**config.mk**
```make
export PLATFORM = sky130hd
export DESIGN_NAME = ccss_top
export DESIGN_NICKNAME = d
export VERILOG_FILES = /design/src/pkg/ccss_pkg.sv /design/src/pkg/ccss_sel_if.sv /design/src/rtl/ccss_decode.sv /design/src/rtl/ccss_top.sv
export SDC_FILE = /design/constraint.sdc
export NUM_CORES = 1
export LEC_CHECK = 0
export ABC_CLOCK_PERIOD_IN_PS = 3900
export BUFFER_PORTS_ARGS = -buffer_cell sky130_fd_sc_hd__buf_2
export CORE_MARGIN = 2
export CORE_UTILIZATION = 35
export CTS_CLUSTER_SIZE = 14
export DETAILED_ROUTE_END_ITERATION = 7
export RECOVER_POWER = 100
export SLEW_MARGIN = 20
export SYNTH_ARGS = -nofsm -noshare
export SYNTH_HDL_FRONTEND = slang
export SYNTH_SLANG_ARGS = --single-unit
```
**constraint.sdc**
```tcl
create_clock -name clk_i -period 3.9 [get_ports clk_i]
set_input_delay 0.78 -clock clk_i [delete_from_list [all_inputs] [get_ports clk_i]]
set_output_delay 0.78 -clock clk_i [all_outputs]
set_load 0.02 [all_outputs]
```
**src/pkg/ccss_pkg.sv**
```systemverilog
/*
  Constants for the control signal source selector: register map, reset values,
  temperature maxima, source codes and source flag positions.
  Assumes a 32-bit classic Wishbone slave with byte addresses.
*/
package ccss_pkg;

  localparam int unsigned CODE_W = 10;
  localparam int unsigned TEMP_W = 8;
  localparam int unsigned VAL_W  = 16;
  localparam int unsigned ADR_W  = 8;

  // Register byte offsets
  localparam logic [ADR_W-1:0] OFS_SINK_MARGIN   = 8'h00;
  localparam logic [ADR_W-1:0] OFS_INSIDE_MARGIN = 8'h04;
  localparam logic [ADR_W-1:0] OFS_SETTING_FREQ  = 8'h08;
  localparam logic [ADR_W-1:0] OFS_FREQ_BAND     = 8'h0c;
  localparam logic [ADR_W-1:0] OFS_PCT_BAND      = 8'h10;
  localparam logic [ADR_W-1:0] OFS_MOTOR_LIMIT   = 8'h14;
  localparam logic [ADR_W-1:0] OFS_MODE          = 8'h18;
  localparam logic [ADR_W-1:0] OFS_WARN_MASK     = 8'h1c;
  localparam logic [ADR_W-1:0] OFS_SRC_STATUS    = 8'h20;
  localparam logic [ADR_W-1:0] OFS_CONS_STATUS   = 8'h24;
  localparam logic [ADR_W-1:0] OFS_TEMP_STATUS   = 8'h28;
  localparam logic [ADR_W-1:0] OFS_CODE_BASE     = 8'h40;

  // Mode register fields
  localparam int unsigned MODE_MTEMP_LSB = 0;
  localparam int unsigned MODE_MTEMP_W   = 2;
  localparam int unsigned MODE_MPS_BIT   = 2;
  localparam int unsigned MODE_MAINS_BIT = 3;
  localparam int unsigned MODE_W         = 4;

  // Reset values
  localparam logic [TEMP_W-1:0] RST_SINK_MARGIN   = 8'h05;
  localparam logic [TEMP_W-1:0] RST_INSIDE_MARGIN = 8'h05;
  localparam logic [VAL_W-1:0]  RST_SETTING_FREQ  = 16'h0000;
  localparam logic [VAL_W-1:0]  RST_FREQ_BAND     = 16'h0000;
  localparam logic [VAL_W-1:0]  RST_PCT_BAND      = 16'h0000;
  localparam logic [TEMP_W-1:0] RST_MOTOR_LIMIT   = 8'h8c;
  localparam logic [MODE_W-1:0] RST_MODE          = 4'h0;
  localparam logic [31:0]       RST_WARN_MASK     = 32'h0000_ffff;
  localparam logic [CODE_W-1:0] RST_CODE          = 10'h000;

  // Fixed temperature maxima in degrees Celsius
  localparam logic [TEMP_W-1:0] SINK_MAX_C   = 8'h50;
  localparam logic [TEMP_W-1:0] INSIDE_MAX_C = 8'h41;

  // Motor temperature modes
  typedef enum logic [1:0] {
    CCSS_MT_OFF   = 2'b00,
    CCSS_MT_WARN  = 2'b01,
    CCSS_MT_LATCH = 2'b10,
    CCSS_MT_RSVD  = 2'b11
  } ccss_mtemp_e;

  // Source flag positions
  localparam int unsigned S_TIMER1     = 0;
  localparam int unsigned S_TIMER2     = 1;
  localparam int unsigned S_FREQ_REACH = 2;
  localparam int unsigned S_SET_FREQ   = 3;
  localparam int unsigned S_OVERLOAD   = 4;
  localparam int unsigned S_SINK_WARN  = 5;
  localparam int unsigned S_IN_WARN    = 6;
  localparam int unsigned S_MOTOR_WARN = 7;
  localparam int unsigned S_GEN_WARN   = 8;
  localparam int unsigned S_OVER_TEMP  = 9;
  localparam int unsigned S_CMP1       = 10;
  localparam int unsigned S_CMP2       = 11;
  localparam int unsigned S_DIG1       = 12;
  localparam int unsigned S_DIG2       = 13;
  localparam int unsigned S_DIG3       = 14;
  localparam int unsigned S_PCT_REACH  = 15;
  localparam int unsigned S_MAINS      = 16;
  localparam int unsigned S_MPS        = 17;
  localparam int unsigned S_LOGIC1     = 18;
  localparam int unsigned S_LOGIC2     = 19;
  localparam int unsigned SRC_W        = 20;

  // Source codes
  localparam logic [CODE_W-1:0] C_TIMER1     = 10'h09e;
  localparam logic [CODE_W-1:0] C_TIMER2     = 10'h09f;
  localparam logic [CODE_W-1:0] C_FREQ_REACH = 10'h0a3;
  localparam logic [CODE_W-1:0] C_SET_FREQ   = 10'h0a4;
  localparam logic [CODE_W-1:0] C_OVERLOAD   = 10'h0a5;
  localparam logic [CODE_W-1:0] C_SINK_WARN  = 10'h0a6;
  localparam logic [CODE_W-1:0] C_IN_WARN    = 10'h0a7;
  localparam logic [CODE_W-1:0] C_MOTOR_WARN = 10'h0a8;
  localparam logic [CODE_W-1:0] C_GEN_WARN   = 10'h0a9;
  localparam logic [CODE_W-1:0] C_OVER_TEMP  = 10'h0aa;
  localparam logic [CODE_W-1:0] C_CMP1       = 10'h0ab;
  localparam logic [CODE_W-1:0] C_CMP1_N     = 10'h0ac;
  localparam logic [CODE_W-1:0] C_CMP2       = 10'h0ad;
  localparam logic [CODE_W-1:0] C_CMP2_N     = 10'h0ae;
  localparam logic [CODE_W-1:0] C_DIG1       = 10'h0af;
  localparam logic [CODE_W-1:0] C_DIG2       = 10'h0b0;
  localparam logic [CODE_W-1:0] C_DIG3       = 10'h0b1;
  localparam logic [CODE_W-1:0] C_PCT_REACH  = 10'h0b2;
  localparam logic [CODE_W-1:0] C_MAINS      = 10'h0b3;
  localparam logic [CODE_W-1:0] C_MPS        = 10'h0b4;
  localparam logic [CODE_W-1:0] C_LOGIC1     = 10'h0dc;
  localparam logic [CODE_W-1:0] C_LOGIC1_N   = 10'h0dd;
  localparam logic [CODE_W-1:0] C_LOGIC2     = 10'h0de;
  localparam logic [CODE_W-1:0] C_LOGIC2_N   = 10'h0df;

endpackage

```
**src/pkg/ccss_sel_if.sv**
```systemverilog
/*
  Carrier between the selector top and its per-consumer decoder.
  Assumes both ends run on the same clock; the decoder is combinational.
*/
`timescale 1ns/10ps
interface ccss_sel_if
  import ccss_pkg::*;
#(
  parameter int unsigned NCON = 8
);
  logic [SRC_W-1:0]  src;
  logic [CODE_W-1:0] code [NCON];
  logic [NCON-1:0]   hit;

  modport top (output src, output code, input hit);
  modport sel (input src, input code, output hit);
endinterface

```
**src/rtl/ccss_decode.sv**
```systemverilog
/*
  Per-consumer source code decoder: maps each stored code onto a source flag.
  Assumes registered source flags and codes arrive on the carrier.
*/
`timescale 1ns/10ps
module ccss_decode
  import ccss_pkg::*;
#(
  parameter int unsigned NCON = 8
)(
  ccss_sel_if.sel bus
);

  for (genvar g = 0; g < NCON; g++)
  begin : g_con
    always_comb
    begin
      unique case (bus.code[g])
        C_TIMER1:     bus.hit[g] = bus.src[S_TIMER1];
        C_TIMER2:     bus.hit[g] = bus.src[S_TIMER2];
        C_FREQ_REACH: bus.hit[g] = bus.src[S_FREQ_REACH];
        C_SET_FREQ:   bus.hit[g] = bus.src[S_SET_FREQ];
        C_OVERLOAD:   bus.hit[g] = bus.src[S_OVERLOAD];
        C_SINK_WARN:  bus.hit[g] = bus.src[S_SINK_WARN];
        C_IN_WARN:    bus.hit[g] = bus.src[S_IN_WARN];
        C_MOTOR_WARN: bus.hit[g] = bus.src[S_MOTOR_WARN];
        C_GEN_WARN:   bus.hit[g] = bus.src[S_GEN_WARN];
        C_OVER_TEMP:  bus.hit[g] = bus.src[S_OVER_TEMP];
        C_CMP1:       bus.hit[g] = bus.src[S_CMP1];
        C_CMP1_N:     bus.hit[g] = ~bus.src[S_CMP1];
        C_CMP2:       bus.hit[g] = bus.src[S_CMP2];
        C_CMP2_N:     bus.hit[g] = ~bus.src[S_CMP2];
        C_DIG1:       bus.hit[g] = bus.src[S_DIG1];
        C_DIG2:       bus.hit[g] = bus.src[S_DIG2];
        C_DIG3:       bus.hit[g] = bus.src[S_DIG3];
        C_PCT_REACH:  bus.hit[g] = bus.src[S_PCT_REACH];
        C_MAINS:      bus.hit[g] = bus.src[S_MAINS];
        C_MPS:        bus.hit[g] = bus.src[S_MPS];
        C_LOGIC1:     bus.hit[g] = bus.src[S_LOGIC1];
        C_LOGIC1_N:   bus.hit[g] = ~bus.src[S_LOGIC1];
        C_LOGIC2:     bus.hit[g] = bus.src[S_LOGIC2];
        C_LOGIC2_N:   bus.hit[g] = ~bus.src[S_LOGIC2];
        // Unknown codes, including the unused gaps, give a quiet low
        default:      bus.hit[g] = 1'b0;
      endcase
    end
  end

endmodule

```
**src/rtl/ccss_top.sv**
```systemverilog
/*
  Control signal source selector: derives boolean sources from drive status
  and routes a chosen source onto each consumer input, set over Wishbone.
  Assumes all status inputs come from logic on clk_i; one clock, sync reset.
*/
// Implementation choices: register access over Wishbone and the register addresses.
// What this block does
// - Codes 158/159 give timer one/two outputs
// - Code 163: actual frequency reached reference
// - Code 164: setting frequency at most actual
// - Code 165: inverter overload reported
// - Code 166: heat sink at max minus margin
// - Code 167: inside temp at max minus margin
// - Code 168: motor thermistor warning per mode
// - Code 169: masked warnings show critical point
// - Code 170: any over-temperature limit exceeded
// - Codes 171/173 give comparator one/two results
// - Codes 172/174 invert comparator results
// - Codes 175-177 mirror three digital output signals
// - Code 178: actual percentage reached reference
// - Code 179: mains failure with regulation enabled
// - Code 180: motor protection switch tripped
// - Codes 220/222 give logic module outputs
// - Codes 221/223 invert logic module outputs
`timescale 1ns/10ps
module ccss_top
  import ccss_pkg::*;
#(
  parameter int unsigned NCON = 8
)(
  input  wire logic                    clk_i,
  input  wire logic                    rst_i,
  // Wishbone slave
  input  wire logic                    wb_cyc_i,
  input  wire logic                    wb_stb_i,
  input  wire logic                    wb_we_i,
  input  wire logic [ADR_W-1:0]        wb_adr_i,
  input  wire logic [3:0]              wb_sel_i,
  input  wire logic [31:0]             wb_dat_i,
  output logic      [31:0]             wb_dat_o,
  output logic                         wb_ack_o,
  // Drive status
  input  wire logic                    timer_one_i,
  input  wire logic                    timer_two_i,
  input  wire logic [VAL_W-1:0]        actual_frequency_i,
  input  wire logic [VAL_W-1:0]        reference_frequency_i,
  input  wire logic [VAL_W-1:0]        actual_percentage_i,
  input  wire logic [VAL_W-1:0]        reference_percentage_i,
  input  wire logic                    overload_i,
  input  wire logic [TEMP_W-1:0]       heat_sink_temperature_i,
  input  wire logic [TEMP_W-1:0]       inside_temperature_i,
  input  wire logic [TEMP_W-1:0]       motor_thermistor_temperature_i,
  input  wire logic [31:0]             warnings_i,
  input  wire logic                    comparator_one_i,
  input  wire logic                    comparator_two_i,
  input  wire logic                    digital_output_one_i,
  input  wire logic                    multi_function_output_one_i,
  input  wire logic                    digital_output_three_i,
  input  wire logic                    mains_failure_i,
  input  wire logic                    motor_protection_trip_i,
  input  wire logic                    logic_module_one_i,
  input  wire logic                    logic_module_two_i,
  // Consumer inputs
  output logic      [NCON-1:0]         consumer_o
);

  logic [TEMP_W-1:0]  sink_margin_q;
  logic [TEMP_W-1:0]  inside_margin_q;
  logic [VAL_W-1:0]   setting_freq_q;
  logic [VAL_W-1:0]   freq_band_q;
  logic [VAL_W-1:0]   pct_band_q;
  logic [TEMP_W-1:0]  motor_limit_q;
  logic [MODE_W-1:0]  mode_q;
  logic [31:0]        warn_mask_q;
  logic [CODE_W-1:0]  code_q [NCON];
  logic [SRC_W-1:0]   src_q;
  logic [SRC_W-1:0]   src_d;
  logic               motor_latch_q;
  logic               ack_q;
  logic [31:0]        dat_q;
  logic [NCON-1:0]    consumer_q;
  logic               wr_en;
  logic               rd_en;
  logic [31:0]        wmask;
  logic [31:0]        rdata;
  logic [TEMP_W-1:0]  sink_limit;
  logic [TEMP_W-1:0]  inside_limit;
  logic [VAL_W-1:0]   freq_diff;
  logic [VAL_W-1:0]   pct_diff;
  logic               motor_hot;
  ccss_mtemp_e        mtemp_mode;

  ccss_sel_if #(.NCON(NCON)) sel_bus ();

  ccss_decode #(
    .NCON (NCON)
  ) u_decode (
    .bus  (sel_bus.sel)
  );

  // Bus strobes; the ack register blocks a second access in the ack cycle
  assign wr_en = wb_cyc_i & wb_stb_i & wb_we_i & ~ack_q;
  assign rd_en = wb_cyc_i & wb_stb_i & ~wb_we_i & ~ack_q;
  assign wmask = {{8{wb_sel_i[3]}}, {8{wb_sel_i[2]}}, {8{wb_sel_i[1]}}, {8{wb_sel_i[0]}}};

  always_ff @(posedge clk_i)
  begin
    if (rst_i)
    begin
      ack_q <= 1'b0;
    end
    else
    begin
      ack_q <= wb_cyc_i & wb_stb_i & ~ack_q;
    end
  end

  // Configuration registers
  always_ff @(posedge clk_i)
  begin
    if (rst_i)
    begin
      sink_margin_q   <= RST_SINK_MARGIN;
      inside_margin_q <= RST_INSIDE_MARGIN;
      setting_freq_q  <= RST_SETTING_FREQ;
      freq_band_q     <= RST_FREQ_BAND;
      pct_band_q      <= RST_PCT_BAND;
      motor_limit_q   <= RST_MOTOR_LIMIT;
      mode_q          <= RST_MODE;
      warn_mask_q     <= RST_WARN_MASK;
    end
    else if (wr_en)
    begin
      unique case (wb_adr_i)
        OFS_SINK_MARGIN:
          sink_margin_q <= (sink_margin_q & ~wmask[TEMP_W-1:0])
                         | (wb_dat_i[TEMP_W-1:0] & wmask[TEMP_W-1:0]);
        OFS_INSIDE_MARGIN:
          inside_margin_q <= (inside_margin_q & ~wmask[TEMP_W-1:0])
                           | (wb_dat_i[TEMP_W-1:0] & wmask[TEMP_W-1:0]);
        OFS_SETTING_FREQ:
          setting_freq_q <= (setting_freq_q & ~wmask[VAL_W-1:0])
                          | (wb_dat_i[VAL_W-1:0] & wmask[VAL_W-1:0]);
        OFS_FREQ_BAND:
          freq_band_q <= (freq_band_q & ~wmask[VAL_W-1:0])
                       | (wb_dat_i[VAL_W-1:0] & wmask[VAL_W-1:0]);
        OFS_PCT_BAND:
          pct_band_q <= (pct_band_q & ~wmask[VAL_W-1:0])
                      | (wb_dat_i[VAL_W-1:0] & wmask[VAL_W-1:0]);
        OFS_MOTOR_LIMIT:
          motor_limit_q <= (motor_limit_q & ~wmask[TEMP_W-1:0])
                         | (wb_dat_i[TEMP_W-1:0] & wmask[TEMP_W-1:0]);
        OFS_MODE:
          mode_q <= (mode_q & ~wmask[MODE_W-1:0])
                  | (wb_dat_i[MODE_W-1:0] & wmask[MODE_W-1:0]);
        OFS_WARN_MASK:
          warn_mask_q <= (warn_mask_q & ~wmask) | (wb_dat_i & wmask);
        default:
        begin
        end
      endcase
    end
  end

  // Consumer code table, one word per consumer
  always_ff @(posedge clk_i)
  begin
    for (int i = 0; i < NCON; i++)
    begin
      if (rst_i)
      begin
        code_q[i] <= RST_CODE;
      end
      else if (wr_en && wb_adr_i == OFS_CODE_BASE + ADR_W'(4 * i))
      begin
        code_q[i] <= (code_q[i] & ~wmask[CODE_W-1:0])
                   | (wb_dat_i[CODE_W-1:0] & wmask[CODE_W-1:0]);
      end
    end
  end

  // Warning thresholds clamp at zero if the margin exceeds the maximum
  assign sink_limit   = (sink_margin_q >= SINK_MAX_C) ? '0 : SINK_MAX_C - sink_margin_q;
  assign inside_limit = (inside_margin_q >= INSIDE_MAX_C) ? '0 : INSIDE_MAX_C - inside_margin_q;
  assign freq_diff    = (actual_frequency_i >= reference_frequency_i)
                      ? actual_frequency_i - reference_frequency_i
                      : reference_frequency_i - actual_frequency_i;
  assign pct_diff     = (actual_percentage_i >= reference_percentage_i)
                      ? actual_percentage_i - reference_percentage_i
                      : reference_percentage_i - actual_percentage_i;
  assign motor_hot    = motor_thermistor_temperature_i >= motor_limit_q;
  assign mtemp_mode   = ccss_mtemp_e'(mode_q[MODE_MTEMP_LSB +: MODE_MTEMP_W]);

  // Latched mode holds the warning until reset or until the motor temperature mode field leaves latched
  always_ff @(posedge clk_i)
  begin
    if (rst_i)
    begin
      motor_latch_q <= 1'b0;
    end
    else if (mtemp_mode != CCSS_MT_LATCH)
    begin
      motor_latch_q <= 1'b0;
    end
    else if (motor_hot)
    begin
      motor_latch_q <= 1'b1;
    end
  end

  always_comb
  begin
    src_d               = '0;
    src_d[S_TIMER1]     = timer_one_i;
    src_d[S_TIMER2]     = timer_two_i;
    src_d[S_FREQ_REACH] = freq_diff <= freq_band_q;
    src_d[S_SET_FREQ]   = setting_freq_q <= actual_frequency_i;
    src_d[S_OVERLOAD]   = overload_i;
    src_d[S_SINK_WARN]  = heat_sink_temperature_i >= sink_limit;
    src_d[S_IN_WARN]    = inside_temperature_i >= inside_limit;
    unique case (mtemp_mode)
      CCSS_MT_WARN:  src_d[S_MOTOR_WARN] = motor_hot;
      CCSS_MT_LATCH: src_d[S_MOTOR_WARN] = motor_hot | motor_latch_q;
      default:       src_d[S_MOTOR_WARN] = 1'b0;
    endcase
    src_d[S_GEN_WARN]   = |(warnings_i & warn_mask_q);
    src_d[S_OVER_TEMP]  = (heat_sink_temperature_i > sink_limit)
                        | (inside_temperature_i > inside_limit)
                        | (motor_thermistor_temperature_i > motor_limit_q);
    src_d[S_CMP1]       = comparator_one_i;
    src_d[S_CMP2]       = comparator_two_i;
    src_d[S_DIG1]       = digital_output_one_i;
    src_d[S_DIG2]       = multi_function_output_one_i;
    src_d[S_DIG3]       = digital_output_three_i;
    src_d[S_PCT_REACH]  = pct_diff <= pct_band_q;
    src_d[S_MAINS]      = mains_failure_i & mode_q[MODE_MAINS_BIT];
    src_d[S_MPS]        = motor_protection_trip_i & mode_q[MODE_MPS_BIT];
    src_d[S_LOGIC1]     = logic_module_one_i;
    src_d[S_LOGIC2]     = logic_module_two_i;
  end

  always_ff @(posedge clk_i)
  begin
    if (rst_i)
    begin
      src_q <= '0;
    end
    else
    begin
      src_q <= src_d;
    end
  end

  assign sel_bus.src  = src_q;
  assign sel_bus.code = code_q;

  // Registered consumer outputs; two cycles from status input to output
  always_ff @(posedge clk_i)
  begin
    if (rst_i)
    begin
      consumer_q <= '0;
    end
    else
    begin
      consumer_q <= sel_bus.hit;
    end
  end

  // Read mux; unmapped addresses read zero and are still acknowledged
  always_comb
  begin
    rdata = '0;
    unique case (wb_adr_i)
      OFS_SINK_MARGIN:   rdata[TEMP_W-1:0] = sink_margin_q;
      OFS_INSIDE_MARGIN: rdata[TEMP_W-1:0] = inside_margin_q;
      OFS_SETTING_FREQ:  rdata[VAL_W-1:0]  = setting_freq_q;
      OFS_FREQ_BAND:     rdata[VAL_W-1:0]  = freq_band_q;
      OFS_PCT_BAND:      rdata[VAL_W-1:0]  = pct_band_q;
      OFS_MOTOR_LIMIT:   rdata[TEMP_W-1:0] = motor_limit_q;
      OFS_MODE:          rdata[MODE_W-1:0] = mode_q;
      OFS_WARN_MASK:     rdata             = warn_mask_q;
      OFS_SRC_STATUS:    rdata[SRC_W-1:0]  = src_q;
      OFS_CONS_STATUS:   rdata[NCON-1:0]   = consumer_q;
      OFS_TEMP_STATUS:   rdata[2*TEMP_W-1:0] = {inside_limit, sink_limit};
      default:
      begin
        for (int i = 0; i < NCON; i++)
        begin
          if (wb_adr_i == OFS_CODE_BASE + ADR_W'(4 * i))
          begin
            rdata[CODE_W-1:0] = code_q[i];
          end
        end
      end
    endcase
  end

  always_ff @(posedge clk_i)
  begin
    if (rst_i)
    begin
      dat_q <= '0;
    end
    else if (rd_en)
    begin
      dat_q <= rdata;
    end
  end

  assign wb_ack_o   = ack_q;
  assign wb_dat_o   = dat_q;
  assign consumer_o = consumer_q;

endmodule

```
After elaboration in Yosys (flattened, before gate mapping):

Cells that the tools add are included.
Widths: inputs -> output; s select.

* input bits: 181
* output and inout bits: 41
* register bits: 250

* add/sub/neg operators: 6
* bitwise operators: 60
* equality and inequality tests: 213
* order comparisons: 13
* multiplexer cells: 27
* reductions and logical operators: 20

Operator list (number)
* $eq 10x8->1 const B: 192
* $pmux 1 s24: 8
* $and 32x32->32: 3
* $and 10x10->10: 9
* $pmux 4 s11: 2
* $mux 10: 8
* $or 10x10->10: 8
* $and 16x16->16: 4
* $eq 8x7->1 const B: 8
* $sub 16x16->16: 4
* $le 16x16->1: 3
* $or 16x16->16: 3
* $pmux 6 s6: 1
* $and 8x8->8: 4
* $eq 8x5->1 const B: 4
* $ge 16x16->1: 2
* $mux 16: 2
* $not 32->32: 1
* $or 32x32->32: 1
* $reduce_or 32->1: 1
* $eq 8x6->1 const B: 3
* $ge 8x8->1: 3
* $gt 8x8->1: 3
* $or 8x8->8: 3
* other kinds (26): 59

Logic depth before layout (Yosys ltp):

* depth after elaboration: 10
* depth in mapped cells: 22
* depth with buffers taken out: 21

By module:

A second synthesis with hierarchy kept.

* cells, all modules: 2372
* area total of the unflattened synthesis: 18436.4 um^2

By module, submodules not included
* ccss_top: cells each 1954, area an instance 15648.8 um^2, instances 1
* ccss_decode: cells each 418, area an instance 2787.7 um^2, instances 1

Least setup slack after synthesis:

No wires, ideal clock.

* path kind: input to register
* start point: in actual_percentage_i[0]
* end point: reg src_q[15], in the netlist sel_bus.src[15]
* data arrival time: 4.041 ns
* buffers on the path: 0
* setup slack: -0.212 ns
* stages: 20
* path through: inv_1 ha_1 inv_1 fa_1 a21oi_2 o211ai_2 a21oi_2 o211ai_4 mux2i_1 o221ai_2 a221oi_2 xnor2_1 ha_1 a21o_1 a21o_1 a21oi_1 nor2_1 a211oi_1 o31ai_1 a21oi_1

* cells in the longest elaborated chain, start to end: 3
* elaborated cells on any way between the ends: 5

Ends and longest elaborated chain
* start, declared: RTL line ccss_top.sv:47 `input wire logic [VAL_W-1:0] actual_percentage_i,`
* $sub 16x16->16 (tied with other cells): RTL line ccss_top.sv:190 `: reference_percentage_i - actual_percentage_i;`
* $mux 16 (*): RTL line ccss_top.sv:189 `? actual_percentage_i - reference_percentage_i`
* $le 16x16->1 (*): RTL line ccss_top.sv:235 `src_d[S_PCT_REACH] = pct_diff <= pct_band_q;`
* end signal, assigned: RTL line ccss_top.sv:250 `src_q <= src_d;`
* end, declared: RTL line ccss_top.sv:76 `logic [SRC_W-1:0] src_q;`

Every way passes the cells marked *; elsewhere a longest branch is shown, timed or not.
A chain may end at the register's enable or synchronous reset.

Worst setup path after layout:

* start point: in reference_percentage_i[0]
* end point: reg src_q[15], in the netlist sel_bus.src[15]

* cells in the longest elaborated chain, start to end: 3
* elaborated cells on any way between the ends: 5

Ends and longest elaborated chain
* start, declared: RTL line ccss_top.sv:48 `input wire logic [VAL_W-1:0] reference_percentage_i,`
* $sub 16x16->16 (tied with other cells): RTL line ccss_top.sv:190
* $mux 16 (*): RTL line ccss_top.sv:189
* $le 16x16->1 (*): RTL line ccss_top.sv:235

Marks and branches as above.

==> summary.txt <==
Pwr
  – Power Total: 6.97 mW
  – Leakage: 8.33 nW
  – Max rail drop VDD: 0.279 mV
  – Cell Pwr Density: 324 nW/um^2

STA
  – Unrepaired setup endpoints after global routing: yes
  – Fmax: about 270 MHz
  – Setup TNS: 0 ns
  – Worst Tran Pin Value: approximately 1.5 ns
  – Final hold vios: 0
  – Fin Hold WS: 0.417 ns
  – Period utilisation layout: 0.959
  – Worst Skew: 0.0193 ns
  – Setup violations, final: 0
  – Pins Over Slew Limit: 0
  – Fin crit period: between 3 and 4 ns
  – Slew margin rel.: 0.0284

Worst setup path
  – CP Data Required Time: 4.41 ns
  – Critical Path Sink Type: flop
  – Worst setup path class: input pin to flop
  – Startpoint type of the worst setup path: input pin
  – CP Max Fanout: 3
  – Worst EP arrival: 4.25 ns

Yosys
  – Post-synthesis net count: 2741
  – Mapped Area: between 15000 and 20000 sq um
  – Sequential fraction of the synthesis area: 0.279
  – Yosys cell types: 84
  – Post-synth top flop: dfxtp_1
  – FFs w/ async S/R, synth: 0
  – Area fraction of the dominant cell type after synthesis: 0.279
  – Syn Inst Count: 2418
  – Cell with the most instances after synthesis: nand2_1
  – Number of synthesized flops with an enable pin: 0
  – Avg Cell Area, Syn: around 7.4 sq um
  – Most instantiated cells after synthesis: nand2_1, a21oi_1, dfxtp_1
  – Cell accounting for the most synthesized area: dfxtp_1
  – Synth Warn #: 0
  – Post-synthesis register bit count: 250
  – Top cells by area, synth: dfxtp_1, ha_1, nand2_1, a21oi_1, a22oi_1

Floorplan
  – Initial Util: 0.356
  – Die W: ~230 um
  – I/O Pins: 222
  – Die H: 230 um
  – Die area: roughly 53000 sq um
  – Core area: 50400 sq um
  – Cell Rows: 82

Detailed routing
  – DRT antenna net count: 0
  – Total routed wirelength: 76.6 mm
  – Routed via count: about 20000
  – Iter 0 DRT Violations: between 2000 and 2500
  – Drc violations: 0
  – Routed vias/inst: roughly 5.9
  – Drt pass-1 iters: 7
  – DR WL/cell: 22.7 um

GRT
  – Gr usage total: 0.278
  – Initial antenna violation count: 1
  – Vias in the first global route: 18600
  – Grt ovf: 0
  – First-pass GRT wire length: 114 mm
  – Pin count of the biggest net entering global routing: 129

Status
  – Status: finished clean

Clocking
  – Clock Latency Late Sink: around 0.58 ns
  – Clock buffer depth: 3
  – CTS Buf Count: 27
  – CTS tree: built
  – Htree depth: 1
  – Root buffer cell: clkbuf_16
  – Clock sinks: 250
  – Clk pin slew, worst setup/hold paths: 0.06 ns

Cells and area
  – Diodes inserted: 0
  – Layout cell share with drive strength beyond 1: 0.163
  – Fillers: 5192
  – Non-Filler Instances: 3374
  – Syn-to-layout area delta: 19.9%
  – # nets final: 3006
  – Layout Cell Area excl Fill: 21500 sq um

Placement
  – Buffers on Ports: ~220
  – Placed instance area: 20600 sq um
  – Placed Cells: around 3300
  – Hpwl dp: 57.6 mm
  – Routability cong.: 1.02

Run
  – Max_cap viols: 0

Worst hold path
  – Worst min-delay path class: input pin to flop
[area by class of cell]
type,instances,area [sq um],share of cell area
clock buffer,36,779,0.0362
clock inverter,12,209,0.00971
inverter,138,536,0.0249
multi-input combinational,1864,11800,0.548
sequential,250,5000,0.233
tap,672,841,0.0391
timing repair buffer,402,2360,0.110
[per-stage QoR]
stage	util	setup slack, ns
after floorplan	-	-0.0176
after global placement	0.410	-0.352
after detailed placement	0.410	-0.464
after CTS	0.429	0.115
after global routing	0.427	-0.00318
final	0.427	0.158
[routing by layer]
metal | global-route usage | vias to the layer above | share of wire
li1 | - | 9195 | -
met2 | 0.435 | 1071 | 0.43
met3 | 0.0364 | 210 | 0.088
met1 | 0.384 | 9360 | 0.43
met5 | 0 | - | 0
met4 | 0.112 | 0 | 0.050
[worst max-delay path, stage by stage]
cell and delay (ns):
buf_2 0.09, buf_4 0.11, ha_4 0.13, inv_2 0.03, fa_2 0.36, a21oi_4 0.15
o211ai_2 0.11, a21oi_2 0.22, o211ai_4 0.14, mux2i_2 0.19, o221ai_2 0.28, buf_4 0.18
a21oi_2 0.06, o311a_1 0.31, ha_1 0.30, a21o_1 0.16, a21o_1 0.16, a211oi_2 0.22
o31ai_1 0.11, a21oi_1 0.15
[path summary, 6_finish.rpt]
path | from | to | slack, ns | depth (start not counted)
setup reg to reg | flop | sel_bus.src[9] | 0.48 | 12
hold reg to reg | wb_dat_o[20] | wb_dat_o[20] | 0.45 | 2
hold / removal | multi_function_output_one_i | sel_bus.src[13] | 0.42 | 2
setup / recovery | reference_percentage_i[0] | sel_bus.src[15] | 0.16 | 20
[what timing repair did]
item / 4_1_cts / 5_1_grt
setup buffers: 0 / 2
endpoints found under the setup margin: 0 / 2
gates resized for setup: 0 / 11
hold buffers: 0 / 0
[cell families after synthesis]
logic type,Yosys count,share of synthesized area
simple gates,933,0.243
compound gates,678,0.246
buf+inv,304,0.0680
flops,250,0.279
fa+ha+maj,143,0.101
mux,72,0.0440
xor+xnor,37,0.0181
other cells,1,0.000209
[where the power goes]
group / switching, mW / internal [mW] / total (mW)
clock: 1.15 / 1.74 / 2.89
sequential: 0.0899 / 2.57 / 2.66
combinational: 0.775 / 0.636 / 1.41
[cell usage in the layout (no fill, tap or decap), types with 42 or more instances in the layout]
master and count:
o21ai_0 84, mux2i_1 52, a21oi_1 262, buf_4 153
clkbuf_1 70, inv_1 134, nand3_1 109, nor2b_1 42
nor3_1 52, dfxtp_1 250, nor2_1 131, nand2_1 424
buf_2 177, a22oi_1 77, ha_1 136
Note: power is estimated with default switching activity, not from simulation.
